[src/shared/sfs_defines.svh]
// constants of the serial flash front end: opcodes, sizes, timing
// assumes a 250 MHz core clock sampling every serial pin
//
// Behaviour
// RQ1 - chip select high deselects, floats outputs, running operation still finishes
// RQ2 - nothing is accepted before a chip select falling edge after reset
// RQ3 - single mode: capture input on clock rise, drive output on clock fall
// RQ4 - only clock modes 0 and 3; idle clock level is free at select edges
// RQ5 - dual reads turn both data lines into two-bit bidirectional lines
// RQ6 - dual mode: capture both lines on rise, drive both lines on fall
// RQ7 - pause starts with pause_n low and clock low, select low
// RQ8 - pause ends with pause_n high and clock low; instruction resumes
// RQ9 - while paused outputs float, clock and data ignored, state kept
// RQ10 - host keeps select low during pause; raising it resets instruction state
// RQ11 - supply monitor reset disables everything, no instruction recognised
// RQ12 - after reset, write-type instructions refused for the power-up delay
// RQ13 - write latch flag is 0 after power-up
// RQ14 - program, erase, status write need the write latch flag set first
// RQ15 - completion of program, erase or status write clears the write latch
// RQ16 - in power-down only the release instruction is obeyed
// RQ17 - write guard input is active low and gates status writes with lock bit
// RQ18 - busy bit S0 is 1 during operations; then only status read obeyed
// RQ19 - write latch flag sits at S1, set by write enable, read only
// RQ20 - side select picks top or bottom; size code none, quarter, half, all
// RQ21 - lock bit S7 set and guard low refuses status writes
// RQ22 - program or erase touching a protected region is ignored
// RQ23 - select rising edge ends the transaction and clears shift state
// RQ24 - single mode output floats unless read data or status is driven
`ifndef SFS_DEFINES_SVH
`define SFS_DEFINES_SVH

`define SFS_OP_WREN      8'h06
`define SFS_OP_WRDI      8'h04
`define SFS_OP_RDSR      8'h05
`define SFS_OP_WRSR      8'h01
`define SFS_OP_READ      8'h03
`define SFS_OP_FAST      8'h0B
`define SFS_OP_DOUT      8'h3B
`define SFS_OP_DIO       8'hBB
`define SFS_OP_PROG      8'h02
`define SFS_OP_SE        8'h20
`define SFS_OP_BE32      8'h52
`define SFS_OP_BE64      8'hD8
`define SFS_OP_CE        8'hC7
`define SFS_OP_CE_ALT    8'h60
`define SFS_OP_PD        8'hB9
`define SFS_OP_RPD       8'hAB

`define SFS_ARRAY_BYTES  19'h40000
`define SFS_QUARTER      19'h10000
`define SFS_SPAN_PAGE    19'h00100
`define SFS_SPAN_4K      19'h01000
`define SFS_SPAN_32K     19'h08000
`define SFS_SPAN_64K     19'h10000
`define SFS_ADDR_BITS    6'h18
`define SFS_ADDR_BITS_DIO 6'h20
`define SFS_STATUS_RESET 8'h00

`define SFS_CLK_PERIOD_PS 4000
`define SFS_PUW_TIME_NS  10000
`define SFS_PUW_CYCLES \
   ((`SFS_PUW_TIME_NS * 1000 + `SFS_CLK_PERIOD_PS - 1) / `SFS_CLK_PERIOD_PS)

`endif

[src/shared/sfs_pkg.sv]
// types of the serial flash front end
// assumes sfs_defines.svh for all numeric constants
package sfs_pkg;

   typedef enum logic [2:0] {
      S_CMD    = 3'b000,
      S_ADDR   = 3'b001,
      S_DUMMY  = 3'b010,
      S_WDATA  = 3'b011,
      S_RDATA  = 3'b100,
      S_DONE   = 3'b101,
      S_IGNORE = 3'b110
   } sfs_state_t;

   typedef enum logic [2:0] {
      OP_NONE    = 3'b000,
      OP_PROGRAM = 3'b001,
      OP_ERASE4  = 3'b010,
      OP_ERASE32 = 3'b011,
      OP_ERASE64 = 3'b100,
      OP_CHIP    = 3'b101,
      OP_STATUS  = 3'b110
   } sfs_op_t;

   // S7 down to S0
   typedef struct packed {
      logic       lock;
      logic       rsv6;
      logic       side;
      logic       rsv4;
      logic [1:0] size;
      logic       write_latch_flag;
      logic       busy;
   } sfs_status_t;

   typedef struct packed {
      logic        cmd_valid;
      sfs_op_t     op;
      logic        wr_valid;
      logic        rd_valid;
      logic [17:0] addr;
      logic [7:0]  wdata;
   } sfs_mem_req_t;

endpackage

[src/verilog/sfs_front_end.sv]
// serial flash front end: pin sampling, instruction engine, status
// assumes an array back end that answers reads within one clock and
// pulses mem_done when a started operation has finished
`timescale 1ns/1ps
`default_nettype none
`include "sfs_defines.svh"

module sfs_front_end
   import sfs_pkg::*;
(
   // clock and supply-monitor reset
   input  wire logic   clock,
   input  wire logic   reset,
   // serial pins
   input  wire logic   spi_cs_n,
   input  wire logic   spi_clk,
   input  wire logic   pause_n,
   input  wire logic   write_guard_n,
   input  wire logic   dual_line_0_in,
   output logic        dual_line_0_out,
   output logic        dual_line_0_oe_n,
   input  wire logic   dual_line_1_in,
   output logic        dual_line_1_out,
   output logic        dual_line_1_oe_n,
   // array side
   output sfs_mem_req_t mem_req,
   input  wire logic [7:0] mem_rdata,
   input  wire logic   mem_done,
   // state seen from outside
   output sfs_status_t status,
   output logic        power_down,
   output logic        paused
);

   // ----------------------------------------------------------
   // functions
   // ----------------------------------------------------------
   function automatic logic [18:0] span_of(input logic [7:0] opc);
      logic [18:0] s;
      s = `SFS_SPAN_PAGE;
      if (opc == `SFS_OP_SE)
         s = `SFS_SPAN_4K;
      else if (opc == `SFS_OP_BE32)
         s = `SFS_SPAN_32K;
      else if (opc == `SFS_OP_BE64)
         s = `SFS_SPAN_64K;
      return s;
   endfunction

   // overlap of the aligned target region with the protected region
   function automatic logic prot_hit(input sfs_status_t st,
                                     input logic [17:0] a,
                                     input logic [18:0] span);
      logic [18:0] psz;
      logic [18:0] plo;
      logic [18:0] phi;
      logic [18:0] lo;
      logic [18:0] hi;
      psz = (st.size == 2'b11) ? `SFS_ARRAY_BYTES :
            (st.size == 2'b10) ? (`SFS_QUARTER << 1) : `SFS_QUARTER;
      plo = st.side ? 19'h00000 : (`SFS_ARRAY_BYTES - psz);
      phi = st.side ? (psz - 19'h00001) : (`SFS_ARRAY_BYTES - 19'h00001);
      lo  = {1'b0, a} & ~(span - 19'h00001);
      hi  = lo + span - 19'h00001;
      return (st.size != 2'b00) && (lo <= phi) && (hi >= plo); // [RQ20]
   endfunction

   // ----------------------------------------------------------
   // pin synchronisers
   // ----------------------------------------------------------
   logic [5:0] sync1;
   logic [5:0] sync2;
   logic       cs_d;
   logic       clk_d;
   logic       cs_s;
   logic       clk_s;
   logic       pause_s;
   logic       guard_s;
   logic       d1_s;
   logic       d0_s;

   assign {cs_s, clk_s, pause_s, guard_s, d1_s, d0_s} = sync2;

   // cs and clock reset low, pause high: no false falling edge or pause follows
   always_ff @(posedge clock) begin
      if (reset) begin
         sync1 <= 6'h0C;
         sync2 <= 6'h0C;
         cs_d  <= 1'b0;
         clk_d <= 1'b0;
      end else begin
         sync1 <= {spi_cs_n, spi_clk, pause_n, write_guard_n,
                   dual_line_1_in, dual_line_0_in};
         sync2 <= sync1;
         cs_d  <= cs_s;
         clk_d <= clk_s;
      end
   end

   logic cs_fall;
   logic cs_rise;
   logic clk_rise;
   logic clk_fall;

   assign cs_fall  = cs_d & ~cs_s;
   assign cs_rise  = ~cs_d & cs_s;
   assign clk_rise = clk_s & ~clk_d;  // [RQ4]
   assign clk_fall = ~clk_s & clk_d;

   // ----------------------------------------------------------
   // select and pause
   // ----------------------------------------------------------
   logic sel;

   always_ff @(posedge clock) begin
      if (reset) begin
         sel <= 1'b0;  // [RQ11]
      end else if (cs_fall) begin
         sel <= 1'b1;  // [RQ2]
      end else if (cs_s) begin
         sel <= 1'b0;  // [RQ1]
      end
   end

   // a pause may hold across a clock high phase, so it acts on clock low
   always_ff @(posedge clock) begin
      if (reset || cs_s) begin
         paused <= 1'b0;  // [RQ10]
      end else if (!paused && !pause_s && !clk_s) begin
         paused <= 1'b1;  // [RQ7]
      end else if (paused && pause_s && !clk_s) begin
         paused <= 1'b0;  // [RQ8]
      end
   end

   // ----------------------------------------------------------
   // power-up write lockout
   // ----------------------------------------------------------
   logic [11:0] puw_cnt;
   logic        puw_active;

   assign puw_active = (puw_cnt != 12'h000);

   always_ff @(posedge clock) begin
      if (reset) begin
         puw_cnt <= 12'(`SFS_PUW_CYCLES);  // [RQ12]
      end else if (puw_active) begin
         puw_cnt <= puw_cnt - 12'h001;
      end
   end

   // ----------------------------------------------------------
   // instruction engine
   // ----------------------------------------------------------
   sfs_state_t  state;
   logic [7:0]  opcode;
   logic [7:0]  shift;
   logic [31:0] addr_sh;
   logic [5:0]  bit_cnt;
   logic [7:0]  new_sr;
   logic        got_byte;
   logic [7:0]  obuf;
   logic [2:0]  out_cnt;
   logic        started;
   logic        drv1;
   logic        drv0;

   logic        go;
   logic        dual_in;
   logic        dual_out;
   logic [31:0] next_sh;
   logic [5:0]  next_cnt;
   logic [7:0]  next_byte;
   logic [7:0]  opc;
   logic [17:0] tgt;
   logic        gate_ok;
   logic        wr_ok;
   logic [7:0]  rd_byte;

   always_comb begin
      go       = sel & ~cs_s & ~paused;  // [RQ9]
      dual_in  = (state == S_ADDR) && (opcode == `SFS_OP_DIO);
      dual_out = (opcode == `SFS_OP_DOUT) || (opcode == `SFS_OP_DIO); // [RQ5]
      next_sh  = dual_in ? {addr_sh[29:0], d1_s, d0_s}
                         : {addr_sh[30:0], d0_s};  // [RQ6]
      next_cnt = bit_cnt + (dual_in ? 6'h02 : 6'h01);
      next_byte = {shift[6:0], d0_s};  // [RQ3]
      opc      = next_byte;
      tgt      = (opcode == `SFS_OP_DIO) ? next_sh[25:8] : next_sh[17:0];
      // only release in power-down, only status read while busy
      gate_ok  = power_down ? (opc == `SFS_OP_RPD)
               : status.busy ? (opc == `SFS_OP_RDSR) : 1'b1; // [RQ16] [RQ18]
      wr_ok    = gate_ok & status.write_latch_flag & ~puw_active;  // [RQ14] [RQ12]
      rd_byte  = (opcode == `SFS_OP_RDSR) ? status : mem_rdata;
   end

   always_ff @(posedge clock) begin
      if (reset) begin
         state      <= S_CMD;
         opcode     <= 8'h00;
         shift      <= 8'h00;
         addr_sh    <= 32'h00000000;
         bit_cnt    <= 6'h00;
         new_sr     <= 8'h00;
         got_byte   <= 1'b0;
         obuf       <= 8'h00;
         out_cnt    <= 3'h0;
         started    <= 1'b0;
         drv1       <= 1'b0;
         drv0       <= 1'b0;
         power_down <= 1'b0;
         status     <= `SFS_STATUS_RESET;  // [RQ13]
         mem_req    <= '0;
      end else begin
         mem_req.cmd_valid <= 1'b0;
         mem_req.wr_valid  <= 1'b0;
         mem_req.rd_valid  <= 1'b0;
         if (mem_done && status.busy) begin
            status.busy <= 1'b0;  // [RQ18]
            status.write_latch_flag  <= 1'b0;  // [RQ15]
         end
         if (cs_rise) begin
            // write-type work only commits on a whole byte
            if (sel && bit_cnt[2:0] == 3'h0) begin
               if (state == S_DONE && opcode == `SFS_OP_PD) begin
                  power_down <= 1'b1;
               end else if (state == S_DONE) begin
                  mem_req.cmd_valid <= 1'b1;
                  mem_req.op <= (opcode == `SFS_OP_SE)   ? OP_ERASE4 :
                                (opcode == `SFS_OP_BE32) ? OP_ERASE32 :
                                (opcode == `SFS_OP_BE64) ? OP_ERASE64 :
                                OP_CHIP;
                  status.busy <= 1'b1;
               end else if (state == S_WDATA && got_byte) begin
                  mem_req.cmd_valid <= 1'b1;
                  status.busy <= 1'b1;
                  if (opcode == `SFS_OP_WRSR) begin
                     mem_req.op    <= OP_STATUS;
                     status.lock   <= new_sr[7];  // [RQ21]
                     status.side   <= new_sr[5];
                     status.size   <= new_sr[3:2];
                  end else begin
                     mem_req.op <= OP_PROGRAM;
                  end
               end
            end
            state    <= S_CMD;  // [RQ23]
            bit_cnt  <= 6'h00;
            shift    <= 8'h00;
            got_byte <= 1'b0;
            out_cnt  <= 3'h0;
            started  <= 1'b0;
         end else if (clk_rise && go) begin
            unique case (state)
               S_CMD: begin
                  shift   <= next_byte;
                  bit_cnt <= next_cnt;
                  if (bit_cnt == 6'h07) begin
                     opcode  <= opc;
                     bit_cnt <= 6'h00;
                     state   <= S_IGNORE;
                     case (opc)
                        `SFS_OP_RPD: begin
                           if (gate_ok)
                              power_down <= 1'b0;
                        end
                        `SFS_OP_WREN: begin
                           if (gate_ok && !puw_active)
                              status.write_latch_flag <= 1'b1;  // [RQ19]
                        end
                        `SFS_OP_WRDI: begin
                           if (gate_ok)
                              status.write_latch_flag <= 1'b0;  // [RQ19]
                        end
                        `SFS_OP_RDSR: begin
                           if (gate_ok)
                              state <= S_RDATA;
                        end
                        `SFS_OP_READ, `SFS_OP_FAST,
                        `SFS_OP_DOUT, `SFS_OP_DIO: begin
                           if (gate_ok)
                              state <= S_ADDR;
                        end
                        `SFS_OP_PROG, `SFS_OP_SE,
                        `SFS_OP_BE32, `SFS_OP_BE64: begin
                           if (wr_ok)
                              state <= S_ADDR;
                        end
                        `SFS_OP_CE, `SFS_OP_CE_ALT: begin
                           if (wr_ok && status.size == 2'b00)
                              state <= S_DONE;  // [RQ22]
                        end
                        `SFS_OP_WRSR: begin
                           // guard low with lock set keeps the status fixed
                           if (wr_ok && !(status.lock && !guard_s))
                              state <= S_WDATA;  // [RQ17] [RQ21]
                        end
                        `SFS_OP_PD: begin
                           if (gate_ok)
                              state <= S_DONE;
                        end
                        default: begin
                           state <= S_IGNORE;
                        end
                     endcase
                  end
               end
               S_ADDR: begin
                  addr_sh <= next_sh;
                  bit_cnt <= next_cnt;
                  if (next_cnt == ((opcode == `SFS_OP_DIO) ?
                                   `SFS_ADDR_BITS_DIO : `SFS_ADDR_BITS)) begin
                     bit_cnt      <= 6'h00;
                     mem_req.addr <= tgt;
                     if (opcode == `SFS_OP_READ || opcode == `SFS_OP_DIO) begin
                        state            <= S_RDATA;
                        mem_req.rd_valid <= 1'b1;
                     end else if (opcode == `SFS_OP_FAST ||
                                  opcode == `SFS_OP_DOUT) begin
                        state <= S_DUMMY;
                     end else if (prot_hit(status, tgt, span_of(opcode))) begin
                        state <= S_IGNORE;  // [RQ22]
                     end else begin
                        state <= (opcode == `SFS_OP_PROG) ? S_WDATA : S_DONE;
                     end
                  end
               end
               S_DUMMY: begin
                  bit_cnt <= next_cnt;
                  if (bit_cnt == 6'h07) begin
                     bit_cnt          <= 6'h00;
                     state            <= S_RDATA;
                     mem_req.rd_valid <= 1'b1;
                  end
               end
               S_WDATA: begin
                  shift   <= next_byte;
                  bit_cnt <= {3'h0, bit_cnt[2:0] + 3'h1};
                  if (bit_cnt[2:0] == 3'h7) begin
                     got_byte <= 1'b1;
                     if (opcode == `SFS_OP_WRSR) begin
                        new_sr <= next_byte;
                     end else begin
                        mem_req.wr_valid <= 1'b1;
                        mem_req.wdata    <= next_byte;
                        if (got_byte)
                           mem_req.addr[7:0] <= mem_req.addr[7:0] + 8'h01;
                     end
                  end
               end
               S_RDATA: begin
                  bit_cnt <= 6'h00;
               end
               S_DONE, S_IGNORE: begin
                  bit_cnt <= {3'h0, bit_cnt[2:0] + 3'h1};
               end
               default: begin
                  state <= S_IGNORE;
               end
            endcase
         end else if (clk_fall && go && state == S_RDATA) begin
            started <= 1'b1;
            if (out_cnt == 3'h0) begin
               drv1    <= rd_byte[7];  // [RQ3] [RQ6]
               drv0    <= rd_byte[6];
               obuf    <= dual_out ? {rd_byte[5:0], 2'b00}
                                   : {rd_byte[6:0], 1'b0};
               out_cnt <= dual_out ? 3'h3 : 3'h7;
               if (opcode != `SFS_OP_RDSR) begin
                  mem_req.addr     <= mem_req.addr + 18'h00001;
                  mem_req.rd_valid <= 1'b1;
               end
            end else begin
               drv1    <= obuf[7];
               drv0    <= obuf[6];
               obuf    <= dual_out ? {obuf[5:0], 2'b00} : {obuf[6:0], 1'b0};
               out_cnt <= out_cnt - 3'h1;
            end
         end
      end
   end

   // ----------------------------------------------------------
   // pin drivers
   // ----------------------------------------------------------
   // floats a couple of cycles late after select rises; sync latency
   always_ff @(posedge clock) begin
      if (reset) begin
         dual_line_1_oe_n <= 1'b1;
         dual_line_0_oe_n <= 1'b1;
         dual_line_1_out  <= 1'b0;
         dual_line_0_out  <= 1'b0;
      end else begin
         dual_line_1_oe_n <= ~(go && state == S_RDATA && started); // [RQ24] [RQ1]
         dual_line_0_oe_n <= ~(go && state == S_RDATA && started
                               && dual_out);  // [RQ5] [RQ9]
         dual_line_1_out  <= drv1;
         dual_line_0_out  <= drv0;
      end
   end

endmodule
`default_nettype wire
[config.mk]
export PLATFORM = sky130hd
export DESIGN_NAME = sfs_front_end
export DESIGN_NICKNAME = d
export VERILOG_FILES = /design/src/shared/sfs_pkg.sv /design/src/verilog/sfs_front_end.sv
export VERILOG_INCLUDE_DIRS = /design/src /design/src/shared
export SDC_FILE = /design/constraint.sdc
export NUM_CORES = 1
export LEC_CHECK = 0
export BUFFER_PORTS_ARGS = -buffer_cell sky130_fd_sc_hd__buf_2
export CAP_MARGIN = 20
export CELL_PAD_IN_SITES_DETAIL_PLACEMENT = 1
export CELL_PAD_IN_SITES_GLOBAL_PLACEMENT = 1
export CORE_ASPECT_RATIO = 1.75
export CORE_UTILIZATION = 45
export DETAILED_ROUTE_END_ITERATION = 6
export PLACE_DENSITY_LB_ADDON = 0.08
export SLEW_MARGIN = 25
export SYNTH_ARGS = -nofsm -noshare
export SYNTH_HDL_FRONTEND = slang
export SYNTH_SLANG_ARGS = --single-unit
[constraint.sdc]
create_clock -name clock -period 10.27 [get_ports clock]
set_input_delay 1.027 -clock clock [delete_from_list [all_inputs] [get_ports clock]]
set_output_delay 1.027 -clock clock [all_outputs]
set_load 0.03 [all_outputs]
# Word level (Yosys, flattened, before mapping)
# Cells that the tools add are included.
# word_totals
in_bits	17
word_cells	292
output_inout_bits	46
reg_bits	143
# op_classes
add_sub_neg	11
order_cmp	2
n_mux	91
n_eq_ne	51
bitwise	27
reduce_logical	74
# ops
cell	n
19-bit 2-to-1 mux	15
8-bit == test, second input constant	8
19-bit by 1-bit subtractor with 19-bit output, second input constant	3
17-bit 2-to-1 mux	3
3-bit 2-to-1 mux	15
8-bit 2-to-1 mux	5
18-bit 2-to-1 mux	2
8-bit by 2-bit == test with 1-bit output, second input constant	4
8-bit by 3-bit == test with 1-bit output, second input constant	4
8-bit by 6-bit == test with 1-bit output, second input constant	4
16-bit 2-to-1 mux	2
1-bit 2-to-1 mux	31
26-bit 2-to-1 mux	1
8-bit by 7-bit == test with 1-bit output, second input constant	3
6-bit one-hot mux with 4 select lines	1
2-bit nonzero test	12
1-bit logical AND	21
19-bit adder	1
18-bit by 19-bit AND with 19-bit output	1
19-bit >= comparator	1
19-bit less-or-equal comparator	1
19-bit inverter	1
19-bit subtractor, first input constant	1
18-bit by 1-bit adder with 18-bit output, second input constant	1
45 further kinds	115

# Logic depth before layout (Yosys ltp)
# depth
word_depth	23
depth_mapped	23
depth_no_buf	21

# Least setup slack after synthesis
# Ideal clock, no wire load.
# synth_path
path_type	register -> register
startpoint	register opcode[1]
endpoint	register state[2]
stages_incl_launch_ff	22
t_arrival_ps	4307
synth_period_minus_slack_ps	4432
setup_slack_ps	5838
n_path_buf	4
t_required_ps	10146
setup_ps	124
path_cell_list	dfxtp_1 > buf_2 > and4b_1 > clkbuf_1 > nand3_1 > clkbuf_1 > buf_1 > a21oi_1 > or2_2 > ha_1 > inv_1 > ha_1 > and3_1 > nand2_1 > a211o_1 > a31oi_1 > xnor2_1 > ha_1 > a2111oi_0 > a21oi_2 > o21ai_0 > a31oi_1
# synth_between
elab_chain_cells	23
elab_cells_between_ends	44
cone_classes	add/sub (4); order compare (2); eq/ne (10); mux (20); bitwise (2); reduce/logical (6)
# synth_rtl
element	line	rtl
start: declaration	sfs_front_end.sv:156	logic [7:0] opcode;
start signal: assignment	sfs_front_end.sv:259	opcode <= opc;
8-bit == test (no source line)	-	
17-bit 2-to-1 mux	sfs_front_end.sv:45	else if (opc == `SFS_OP_BE64)
17-bit 2-to-1 mux	sfs_front_end.sv:43	else if (opc == `SFS_OP_BE32)
17-bit 2-to-1 mux	sfs_front_end.sv:41	if (opc == `SFS_OP_SE)
19-bit 2-to-1 mux	sfs_front_end.sv:318	end else if (opcode == `SFS_OP_FAST ||
19-bit 2-to-1 mux	sfs_front_end.sv:315	if (opcode == `SFS_OP_READ || opcode == `SFS_OP_DIO) begin
19-bit 2-to-1 mux	sfs_front_end.sv:311	if (next_cnt == ((opcode == `SFS_OP_DIO) ?
19-bit 2-to-1 mux	sfs_front_end.sv:254	unique case (state)
(+7 left out)	-	
19-bit by 1-bit subtractor with 19-bit output	sfs_front_end.sv:64	hi = lo + span - 19'h00001;
19-bit >= comparator	sfs_front_end.sv:65	return (st.size != 2'b00) && (lo <= phi) && (hi >= plo);
1-bit logical AND	sfs_front_end.sv:65	
3-bit 2-to-1 mux	sfs_front_end.sv:321	end else if (prot_hit(status, tgt, span_of(opcode))) begin
3-bit 2-to-1 mux	sfs_front_end.sv:318	
3-bit 2-to-1 mux	sfs_front_end.sv:315	
3-bit 2-to-1 mux	sfs_front_end.sv:311	
3-bit one-hot mux with 4 select lines	sfs_front_end.sv:254	
end signal: assignment	sfs_front_end.sv:324	state <= (opcode == `SFS_OP_PROG) ? S_WDATA : S_DONE;
end: declaration	sfs_front_end.sv:155	sfs_state_t state;
# Several ways; a longest one is shown, not always the timed one. The select of a mux whose other input is x is not followed.
# A chain may end at the register's enable or synchronous reset.

# Worst setup path after layout
# layout_path
startpoint	register opcode[2]
endpoint	register mem_req[20] (netlist bit)
# layout_between
elab_chain_cells	7
elab_cells_between_ends	15
cone_classes	add/sub (1); eq/ne (4); mux (7); reduce/logical (3)
# layout_rtl
element	line	rtl
8-bit == test (no source line)	-	
1-bit logical AND	sfs_front_end.sv:182	dual_in = (state == S_ADDR) && (opcode == `SFS_OP_DIO);
2-bit 2-to-1 mux / 26-bit 2-to-1 mux (equally long branches)	sfs_front_end.sv:186, sfs_front_end.sv:184	
6-bit by 2-bit adder with 6-bit output / 18-bit 2-to-1 mux (equally long branches)	sfs_front_end.sv:186, sfs_front_end.sv:189	
6-bit == test / 19-bit 2-to-1 mux (equally long branches)	sfs_front_end.sv:311	
2-bit by 1-bit inequality test with 1-bit output (no source line) / 10-bit 2-to-1 mux (equally long branches)	-	
6-bit AND reduction (no source line) / 19-bit 2-to-1 mux (equally long branches)	-	
end: declaration	sfs_front_end.sv:26	output sfs_mem_req_t mem_req,
# Several ways; a longest one is shown, not always the timed one. The select of a mux whose other input is x is not followed.

==> flow_summary.json <==
{
  "cap_viol_max_count": 0,
  "synth-edff-count": 0,
  "async_flop_share": 0,
  "nNetsFinal": 1073,
  "period_share": 0.4498,
  "setup_slack_ps": 5650,
  "synth_flop_cell": "dfxtp_1",
  "first_global_vias": 7631,
  "synth_top_cell_area_share": 0.3549,
  "worst_ep_required_time_ps": 10560,
  "worstHoldPathType": "flip-flop to flip-flop",
  "rows": 63,
  "grt-ovfl-total": 0,
  "post_cts_resized": 0,
  "drc": 0,
  "die_w_um": 101.4,
  "dp.cells": 1241,
  "instances_no_fill": 1273,
  "drtPass1Iterations": 5,
  "final-setup-viol-count": 0,
  "cts_tree": "yes",
  "synthesis.area_mm2": 0.007785,
  "path_class": "flip-flop to flip-flop",
  "numCtsBuffers": 17,
  "postCtsSetupBuffers": 0,
  "cp-end-kind": "flip-flop",
  "first_iter_violations": 224,
  "setup_tns_ps": 0,
  "fin_crit_ps": 4620,
  "syn_to_final_growth_pct": 12.87,
  "finClkSkew_ps": 8.245,
  "synth_area_leaders": "dfxtp_1 (35%), nand2_1 (6.6%), nor2_1 (6.5%), a21oi_1 (5.5%), mux2i_1 (5.4%)",
  "postSynthAreaPerCell_um2": 7.685,
  "grt_max_degree": 81,
  "hpwl_um": 17870,
  "rr_endpoint": "mem_req[20]",
  "whs_ps": 420.3,
  "worst-r2r-cell-count": 16,
  "cp-startpoint": "opcode[2]",
  "ys_seq_area_frac": 0.3549,
  "status": "finished clean",
  "syn_inst": 1013,
  "wl_per_cell_um": 19.26,
  "drive_gt1_frac": 0.1224,
  "ys_ff_latch": 138,
  "fmax_ghz": 0.2165,
  "clock_latency_ps": 440,
  "core_area_mm2": 0.01695,
  "die_y_um": 176.0,
  "start_util": 0.4594,
  "ctsHoldBuffers": 0,
  "start_kind": "flip-flop",
  "relSlewSlack": 0.3155,
  "io_pins": 63,
  "via_per_inst": 5.878,
  "vdd_ir_drop_max_mv": 0.1251,
  "r2r_slack_ps": 5650,
  "antenna_found_initial": 0,
  "yosysWarnings": 0,
  "place.gp.congestion": 0.8787,
  "clk_pin_slew_ps": 60,
  "yosysTopAreaCell": "dfxtp_1",
  "netlist-cell-type-count": 72,
  "die_area_mm2": 0.01785,
  "cts_root_buffer": "clkbuf_16",
  "h-tree-depth": 4,
  "drv_slew": 0,
  "p_per_area_mw_per_mm2": 141.5,
  "io_buffers": 60,
  "place_ws_ps": 5666,
  "critPathArrivalTime_ps": 4910,
  "vias": 7483,
  "tightest_slew_ps": 1020,
  "power.leakage_nw": 3.146,
  "grt_pass1_wl_um": 39270,
  "ant_nets": 0,
  "rsz0062_at_grt": "no",
  "clockBufferDepth": 2,
  "groute.usage.overall": 0.2887,
  "crit_fanout": 33,
  "r2r_start": "opcode[2]",
  "cts_sinks": 138,
  "routed_wl_um": 24520,
  "antenna_cells": 0,
  "cp-endpoint": "mem_req[20]",
  "hold_viol_final": 0
}
## synth_stat cells (10+ instances only)
cell / number
and3_1: 14
mux2i_1: 42
xnor2_1: 13
dfxtp_1: 138
nand3_1: 18
nand2_1: 137
a21oi_1: 86
a211oi_1: 13
ha_1: 22
nor2_1: 135
or2_2: 12
a311oi_1: 28
nor3_1: 36
nand2b_1: 13
and2_1: 10
inv_1: 29
clkbuf_1: 54
nor2b_1: 21
o21ai_0: 42
## how the worst min path moves through the flow
stage	endpoint	from	depth (start not counted)	slack, ps
after floorplan	sync2[2]	sync1[2]	1	390
after global placement	sync2[3]	sync1[3]	1	390
after detailed placement	sync2[3]	sync1[3]	1	410
after CTS	sync2[3]	sync1[3]	1	430
after global routing	sync2[3]	sync1[3]	1	430
final	sync2[3]	sync1[3]	1	420
## layout make-up
| cell class | count | area, um^2 |
|---|---|---|
| fillers | 2128 | 8160 |
| multi-input cells | 779 | 4644 |
| flip-flops and latches | 138 | 2763 |
| clock buffers | 18 | 429.2 |
| repair buffers | 68 | 362.8 |
| well taps | 227 | 284.0 |
| clock inverters | 14 | 195.2 |
| inverters | 29 | 108.9 |
## worst max-delay path, cell delays in order (launching register included)
cell and delay, ps:
dfxtp_1 430, and4b_1 330, nand3_1 130, buf_4 320, nor2_1 120, inv_1 130, ha_1 180, inv_1 60
fa_1 410, xnor2_1 200, a2111oi_0 360, nor4b_1 260, mux2i_1 230, o21ai_1 850, o21ai_0 210, a21oi_1 180
nor3_1 60
## through the flow
stage	power (mW)	instance area [um^2]	utilization
floorplan	0.5814	7789	-
global placement	0.5910	8163	0.4817
detailed placement	0.5917	8163	0.4817
CTS	1.255	8787	0.5185
global route	1.276	8787	0.5185
finish	1.244	8787	0.5185
## layer usage
| metal | vias up | wire length (um) | global-route usage |
|---|---|---|---|
| met5 | - | 0 | 0 |
| li1 | 3610 | - | - |
| met2 | 145 | 13170 | 0.5334 |
| met4 | 0 | 1346 | 0.1848 |
| met3 | 77 | 495 | 0.04711 |
| met1 | 3651 | 9501 | 0.2929 |
## sequential cells by signal, summed over array words and instances, names as in the netlist, 7 cells and up
signal,cells
shift,7
addr_sh,25
obuf,7
mem_req,32
puw_cnt,12
opcode,8
## cell families after synthesis
group | synth area share
AND/OR/NAND/NOR | 0.2858
AO/OA/AOI/OAI | 0.1913
flip-flops | 0.3549
buffers and inverters | 0.04982
multiplexers | 0.05689
adder cells (fa/ha/maj) | 0.03793
XOR/XNOR | 0.02250
other | 0.0009647
## power breakdown
group          switching, mW  total, mW  internal (mW)
Combinational         0.0217     0.0340         0.0123
Clock                  0.256      0.664          0.407
Sequential           0.00501      0.546          0.541
## cells in the final DEF (no fill, tap or decap), types with 8 or more instances in the layout
cell type,count
dfxtp_1,138
nand2_1,137
nor2_1,135
a21oi_1,86
buf_2,59
mux2i_1,42
o21ai_0,42
nor3_1,36
inv_1,29
a311oi_1,28
ha_1,22
nor2b_1,21
nand3_1,18
clkbuf_16,17
and3_1,14
nand2b_1,13
xnor2_1,13
a211oi_1,13
or2_2,12
and2_1,10
buf_4,9
nor4_1,8
nor3b_1,8
Power figures use the tool's default switching activity.
